## src/logic/pdod_pkg.sv

```systemverilog
// Package for the power-down and pin drive-type control registers
package pdod_pkg;
	// ==========================================================
	// Register selection and widths
	localparam int REG_WIDTH = 16;
	localparam int CHANNELS = 8;
	localparam logic [1:0] SEL_POWER = 2'h0;
	localparam logic [1:0] SEL_DRIVE = 2'h1;
	// ==========================================================
	// Field positions and reset values
	localparam int POS_GLOBAL_PD = 10;
	localparam int POS_REF_EN = 9;
	localparam logic [15:0] POWER_WRITE_MASK = 16'h06ff;
	localparam logic [15:0] DRIVE_WRITE_MASK = 16'h00ff;
	localparam logic [15:0] POWER_RESET = 16'h0000;
	localparam logic [15:0] DRIVE_RESET = 16'h0000;

	// Register access request from the serial front end
	typedef struct packed {
		logic write;
		logic read;
		logic [1:0] select;
		logic [15:0] data;
	} pdod_req_type;

	// Per-channel state handed to the analog and pad logic
	typedef struct packed {
		logic [7:0] dacPowerDown;
		logic [7:0] padDriveEnable;
		logic [7:0] padLevel;
	} pdod_chan_type;
endpackage

```

## src/logic/pdod_power_down_and_opendrain_ctrl.sv

```systemverilog
// Power-down / reference control and open-drain drive-type registers
`timescale 1ns/1ps
// Summary of operation
// - Global power-down kills reference, all DACs, ADC
// - Otherwise reference and DACs follow individual bits
// - Reference enable powers reference, buffer, drives pin
// - Reference enable clear keeps reference and buffer off
// - Channel bit powers down only DAC-configured channels
// - Cleared channel bit leaves channel operating normally
// - Drive-type bit set gives open-drain, low only
// - Drive-type bit clear gives push/pull output
// - Drive type applies only to selected GPIO outputs
module pdod_power_down_and_opendrain_ctrl (
	input wire logic clock,
	input wire logic reset,
	input wire logic clockEnable,
	input wire pdod_pkg::pdod_req_type request,
	input wire logic [7:0] dacSelect,
	input wire logic [7:0] gpioOutSelect,
	input wire logic [7:0] gpioOutData,
	output logic [15:0] readData,
	output logic readValid,
	output logic referencePowerUp,
	output logic referencePinDrive,
	output logic adcPowerDown,
	output pdod_pkg::pdod_chan_type channelState
);
	// ==========================================================
	// Register storage
	logic [15:0] powerReg_q;
	logic [15:0] powerReg_d;
	logic [15:0] driveReg_q;
	logic [15:0] driveReg_d;
	logic globalPowerDown;
	logic referenceEnable;
	logic writePower;
	logic writeDrive;
	logic [15:0] readMux;
	logic [7:0] dacPowerDownNext;
	logic [7:0] padEnableNext;
	logic [7:0] padLevelNext;

	// Write decode; masking keeps reserved bits at zero
	assign writePower = request.write && (request.select == pdod_pkg::SEL_POWER);
	assign writeDrive = request.write && (request.select == pdod_pkg::SEL_DRIVE);
	assign powerReg_d = writePower ? (request.data & pdod_pkg::POWER_WRITE_MASK) : powerReg_q;
	assign driveReg_d = writeDrive ? (request.data & pdod_pkg::DRIVE_WRITE_MASK) : driveReg_q;

	// Read selection; unmapped selects read as zero
	assign readMux = (request.select == pdod_pkg::SEL_POWER) ? powerReg_q :
		(request.select == pdod_pkg::SEL_DRIVE) ? driveReg_q : 16'h0000;

	// Decoded control fields
	assign globalPowerDown = powerReg_q[pdod_pkg::POS_GLOBAL_PD];
	assign referenceEnable = powerReg_q[pdod_pkg::POS_REF_EN];

	// ==========================================================
	// Per-channel power and pad drive
	genvar ch;
	generate
		for (ch = 0; ch < pdod_pkg::CHANNELS; ch++)
		begin : gChan
			// A clear channel bit leaves the DAC running unless global power-down is set
			assign dacPowerDownNext[ch] = globalPowerDown |
				(powerReg_q[ch] & dacSelect[ch]);
			// Open-drain never drives high, so the enable drops for a one
			assign padEnableNext[ch] = gpioOutSelect[ch] &
				(~driveReg_q[ch] | ~gpioOutData[ch]);
			assign padLevelNext[ch] = gpioOutData[ch] & ~driveReg_q[ch];
		end
	endgenerate

	// Register update
	always_ff @(posedge clock)
	begin
		if (reset)
		begin
			powerReg_q <= pdod_pkg::POWER_RESET;
			driveReg_q <= pdod_pkg::DRIVE_RESET;
		end
		else if (clockEnable)
		begin
			powerReg_q <= powerReg_d;
			driveReg_q <= driveReg_d;
		end
	end

	// Read port, answered one cycle after the request
	always_ff @(posedge clock)
	begin
		if (reset)
		begin
			readData <= 16'h0000;
			readValid <= 1'b0;
		end
		else if (clockEnable)
		begin
			readValid <= request.read;
			readData <= request.read ? readMux : readData;
		end
	end

	// Registered analog controls; host must keep reference off with an external one
	always_ff @(posedge clock)
	begin
		if (reset)
		begin
			referencePowerUp <= 1'b0;
			referencePinDrive <= 1'b0;
			adcPowerDown <= 1'b0;
			channelState <= '0;
		end
		else if (clockEnable)
		begin
			referencePowerUp <= referenceEnable & ~globalPowerDown;
			referencePinDrive <= referenceEnable & ~globalPowerDown;
			adcPowerDown <= globalPowerDown;
			channelState.dacPowerDown <= dacPowerDownNext;
			channelState.padDriveEnable <= padEnableNext;
			channelState.padLevel <= padLevelNext;
		end
	end
endmodule

```

## config.mk

```make
export PLATFORM = sky130hd
export DESIGN_NAME = pdod_power_down_and_opendrain_ctrl
export DESIGN_NICKNAME = d
export VERILOG_FILES = /design/src/logic/pdod_pkg.sv /design/src/logic/pdod_power_down_and_opendrain_ctrl.sv
export SDC_FILE = /design/constraint.sdc
export NUM_CORES = 1
export LEC_CHECK = 0
export BUFFER_PORTS_ARGS = -buffer_cell sky130_fd_sc_hd__buf_2
export CAP_MARGIN = 15
export CORE_MARGIN = 8
export CORE_UTILIZATION = 25
export CTS_CLUSTER_DIAMETER = 120
export DETAILED_ROUTE_END_ITERATION = 7
export PLACE_DENSITY = 0.46
export SLEW_MARGIN = 10
export SYNTH_ARGS = -nofsm -noshare
export SYNTH_HDL_FRONTEND = slang
export SYNTH_SLANG_ARGS = --single-unit
```

## constraint.sdc

```tcl
create_clock -name clock -period 1.2 [get_ports clock]
set_input_delay 0.24 -clock clock [delete_from_list [all_inputs] [get_ports clock]]
set_output_delay 0.24 -clock clock [all_outputs]
set_load 0.005 [all_outputs]
```

# Yosys cells after proc, flatten, opt, wreduce, memory -nomap -nowiden
# Index checks and enable logic that the tools add are counted.
# op_classes
n_mux	2
eq_ne	1
bitwise	58
reduce_logical	6
# op_table
op	n
bitwise AND 1 bit	25
NOT 1 bit	17
OR 1 bit	16
two-way mux 11 bit	1
two-way mux 8 bit	1
AND reduction 2 bit	3
equality test 2 x 1 -> 1 bit, second input constant	1
logical AND 1 bit	2
logical NOT 2 bit	1
# word_totals
register_bits	61
elab_cells	76
inputBits	47
out_inout_bits	44

# Longest topological paths before layout
# depth
depth_word	3
mapped_depth	5
mapped_depth_nobuf	3

# Worst setup path after synthesis
# Ideal clock, no wire load.
# synth_path
path_kind	input port to flip-flop
startpoint	input port clockEnable
endpoint	register readData[0]
setup_time_ps	67
setup_slack_ps	146
cell_stages	5
path_buffers	2
t_required_ps	1133
t_arrival_ps	987
path_cell_list	buf_6 -> buf_6 -> a21oi_1 -> nand2_1 -> o21ai_2
# synth_between
elab_chain_len	1
# synth_rtl
element	line	rtl
start, declared	pdod_power_down_and_opendrain_ctrl.sv:16	input wire logic clockEnable,
AND reduction 2 bit (no line)	-	
end signal, assigned	pdod_power_down_and_opendrain_ctrl.sv:99	readData <= request.read ? readMux : readData;
end, declared	pdod_power_down_and_opendrain_ctrl.sv:21	output logic [15:0] readData,
# Every way passes these cells.
# A chain may end at the register's enable or synchronous reset.

# Worst setup path in the final report
# layout_path
startpoint	register powerReg_q[10]
endpoint	register channelState[22] (netlist bit)
# layout_between
elab_chain_len	1
# layout_rtl
element	line	rtl
start, declared	pdod_power_down_and_opendrain_ctrl.sv:30	logic [15:0] powerReg_q;
start signal, assigned	pdod_power_down_and_opendrain_ctrl.sv:78	powerReg_q <= pdod_pkg::POWER_RESET;
start signal, assigned	pdod_power_down_and_opendrain_ctrl.sv:83	powerReg_q <= powerReg_d;
OR 1 bit	pdod_power_down_and_opendrain_ctrl.sv:64	assign dacPowerDownNext[ch] = globalPowerDown |
end, declared	pdod_power_down_and_opendrain_ctrl.sv:26	output pdod_pkg::pdod_chan_type channelState
# Every way passes these cells.

==> flow_summary.json <==
{
  "ant_nets": 0,
  "synth_area_sq_um": 2226,
  "crit_type": "register to register",
  "yosys-top-cells-count": "dfxtp_1, nand2_1, a21oi_1",
  "start_kind": "register",
  "die_area_sq_um": 12180,
  "internal_power_mw": 2.475,
  "cap_violations": 0,
  "multi_input_area_sq_um": 1002,
  "cts_tree": "built",
  "fin_skew_ps": 10.63,
  "coreArea_sq_um": 8678,
  "ys_seq_area_share_pct": 49.47,
  "ys.flop_type": "dfxtp_1",
  "p_seq_share_pct": 57.4,
  "hp-class": "input pin to register",
  "slew_viol_final": 0,
  "nets": 390,
  "swShare_pct": 25.96,
  "detailedPlace.worstSlack_ps": -45.04,
  "setup.worst_path.end_class": "register",
  "num_rows": 34,
  "ys_top_cells_by_area": "dfxtp_1, a21oi_1, nand2_1, nand2b_1, mux2i_1",
  "worstPathMaxFanout": 8,
  "synth_seq_cells": 55,
  "rr_startpoint": "powerReg_q[10]$_SDFFE_PP0P_",
  "antenna_cells": 0,
  "p_comb_share_pct": 11.3,
  "cts.path.max_buffers": 2,
  "ys_types": 23,
  "placed_cell_area_sq_um": 2756,
  "synth_top_area_share_pct": 49.47,
  "drt_iter0_markers": 100,
  "max_freq_mhz": 966.2,
  "rsz0062_at_grt": "false",
  "via_per_inst": 4.348,
  "grt_usage_pct": 10.66,
  "avgSynthCellArea_sq_um": 8.561,
  "seq_area_sq_um": 1101,
  "num_vias": 1961,
  "die-width_um": 110.4,
  "async_flop_share_pct": 0,
  "fin_crit_ps": 1035,
  "dp_hpwl_um": 5103,
  "syn_inst": 260,
  "synth-edff-count": 0,
  "syn_to_final_growth_pct": 27.71,
  "p_clk_share_pct": 31.3,
  "status": "complete, no violations",
  "cts_num_sinks": 55,
  "synth.most_common_cell": "dfxtp_1",
  "initial_core_util_pct": 25.65,
  "routedWlPerCell_um": 14.55,
  "peakVddDrop_v": 0.0004529,
  "antenna_found_initial": 1,
  "clk-insertion-delay-late_ps": 310,
  "drive_gt1_share_pct": 32.94,
  "grt_max_degree": 18,
  "crit_chain": "nand2b_1 > a21oi_1 > nor3_1",
  "synth_largest_area_cell": "dfxtp_1",
  "hold_violations": 0,
  "cpPeakStageDelay_ps": 350,
  "cts_buffers": 5,
  "root_buffer": "clkbuf_8",
  "fillers": 963,
  "htreeDepth": 2,
  "critPathLaunch": "powerReg_q[10]$_SDFFE_PP0P_",
  "crit_arrival_ps": 1260,
  "grt_pass1_vias": 1907,
  "min_from": "request[10]",
  "required_ps": 1430,
  "detail_route.first_pass.iterations": 4,
  "cts_hold_buf": 0,
  "setup_viol": 0,
  "cellPowerDensity_nw_per_um2": 1176,
  "wl_um": 6560,
  "grt_pass1_wl_um": 9949,
  "slowest_stage": "nand2b_1",
  "fp.dieH_um": 110.4,
  "cts_resized": 0,
  "setup_ws_ps": 165.0,
  "clk_pin_slew_worst_paths_ps": 100,
  "period_share_pct": 86.25,
  "drcViolationCount": 0,
  "ios": 91,
  "post_cts_buffers": 0,
  "synth_warnings": 0,
  "grt_overflow_total": 0,
  "p_sw_mw": 0.8678,
  "port_buffers": 78,
  "gp_congestion": 0.7178,
  "power_leakage_nw": 1.222,
  "final_cell_area_sq_um": 2843
}
[per-stage QoR]
step / setup TNS (ps) / util [%] / power (mW) / hold WS (ps) / instances
after detailed placement: -374.2 / 31.76 / 2.346 / 438.8 / 444
final: 0 / 32.76 / 3.342 / 161.5 / 451
after global routing: 0 / 32.76 / 3.522 / 155.6 / 451
after global placement: -265.1 / 31.76 / 2.339 / 433.9 / 444
after CTS: 0 / 32.76 / 3.407 / 149.8 / 451
after floorplan: 0 / - / 2.161 / 376.0 / 265
[routing by layer]
layer | track usage [%] | vias up | wire length, um
li1 | - | 1023 | -
met1 | 12.98 | 874 | 2854
met2 | 17.70 | 56 | 3163
met3 | 3.023 | 6 | 466
met4 | 3.425 | 2 | 63
met5 | 0 | - | 12
[final cells by class]
| type | count | share of cell area (%) |
|---|---|---|
| Sequential cell | 55 | 38.73 |
| Multi-Input combinational cell | 186 | 35.26 |
| Timing Repair Buffer | 95 | 18.22 |
| Tap cell | 108 | 4.754 |
| Clock buffer | 5 | 2.421 |
| Clock inverter | 2 | 0.6162 |
[worst max-delay path: cells and delay by family (launching register included)]
kind	cells	cell delay (ps)
simple gates	2	540
flops	1	340
compound gates	1	80
[state kept, by name (all words and copies together) (netlist names)]
signal	flops
adcPowerDown	1
channelState	24
driveReg_q	8
powerReg_q	10
readData	10
readValid	1
referencePowerUp	1
[cells by family (layout without fill, tap and decap cells)]
kind of cell | after synthesis | count (layout) | share of synthesized area (%)
other | 1 | 6 | 0.1685
AOI/OAI and AO/OA | 55 | 55 | 13.72
DFF | 55 | 55 | 49.47
muxes | 9 | 9 | 4.047
and+or+nand+nor | 116 | 116 | 25.97
buffers and inverters | 24 | 102 | 6.633
[final timing paths]
kind                                                       to  slack (ps)  depth (start not counted)
worst max-delay path            channelState[22]$_SDFFE_PP0P_         160                          3
worst min-delay path              powerReg_q[10]$_SDFFE_PP0P_         160                          3
worst max register to register  channelState[22]$_SDFFE_PP0P_         160                          3
worst min register to register       readData[9]$_SDFFE_PP0P_         460                          2
[layout by cell type, fill, tap and decap left out, drive strengths merged]
| master | count |
|---|---|
| nor3 | 8 |
| nand3 | 8 |
| inv | 1 |
| and4b | 1 |
| dfxtp | 55 |
| a21oi | 47 |
| clkbuf | 5 |
| clkinv | 1 |
| nor2 | 10 |
| nand2b | 19 |
| buf | 95 |
| conb | 6 |
| mux2i | 9 |
| nor4bb | 1 |
| nand2 | 55 |
| nand4b | 1 |
| or3 | 1 |
| nand4bb | 1 |
| nand3b | 9 |
| nand4 | 2 |
| o21ai | 8 |
[power groups by stage]
stage | Combinational, mW | Sequential, mW | Clock (mW)
final | 0.379 | 1.92 | 1.04
after global routing | 0.423 | 1.93 | 1.17
after CTS | 0.386 | 1.92 | 1.10
after detailed placement | 0.385 | 1.96 | 0
after global placement | 0.378 | 1.96 | 0
after floorplan | 0.199 | 1.96 | 0
Power figures use the tool's default switching activity.
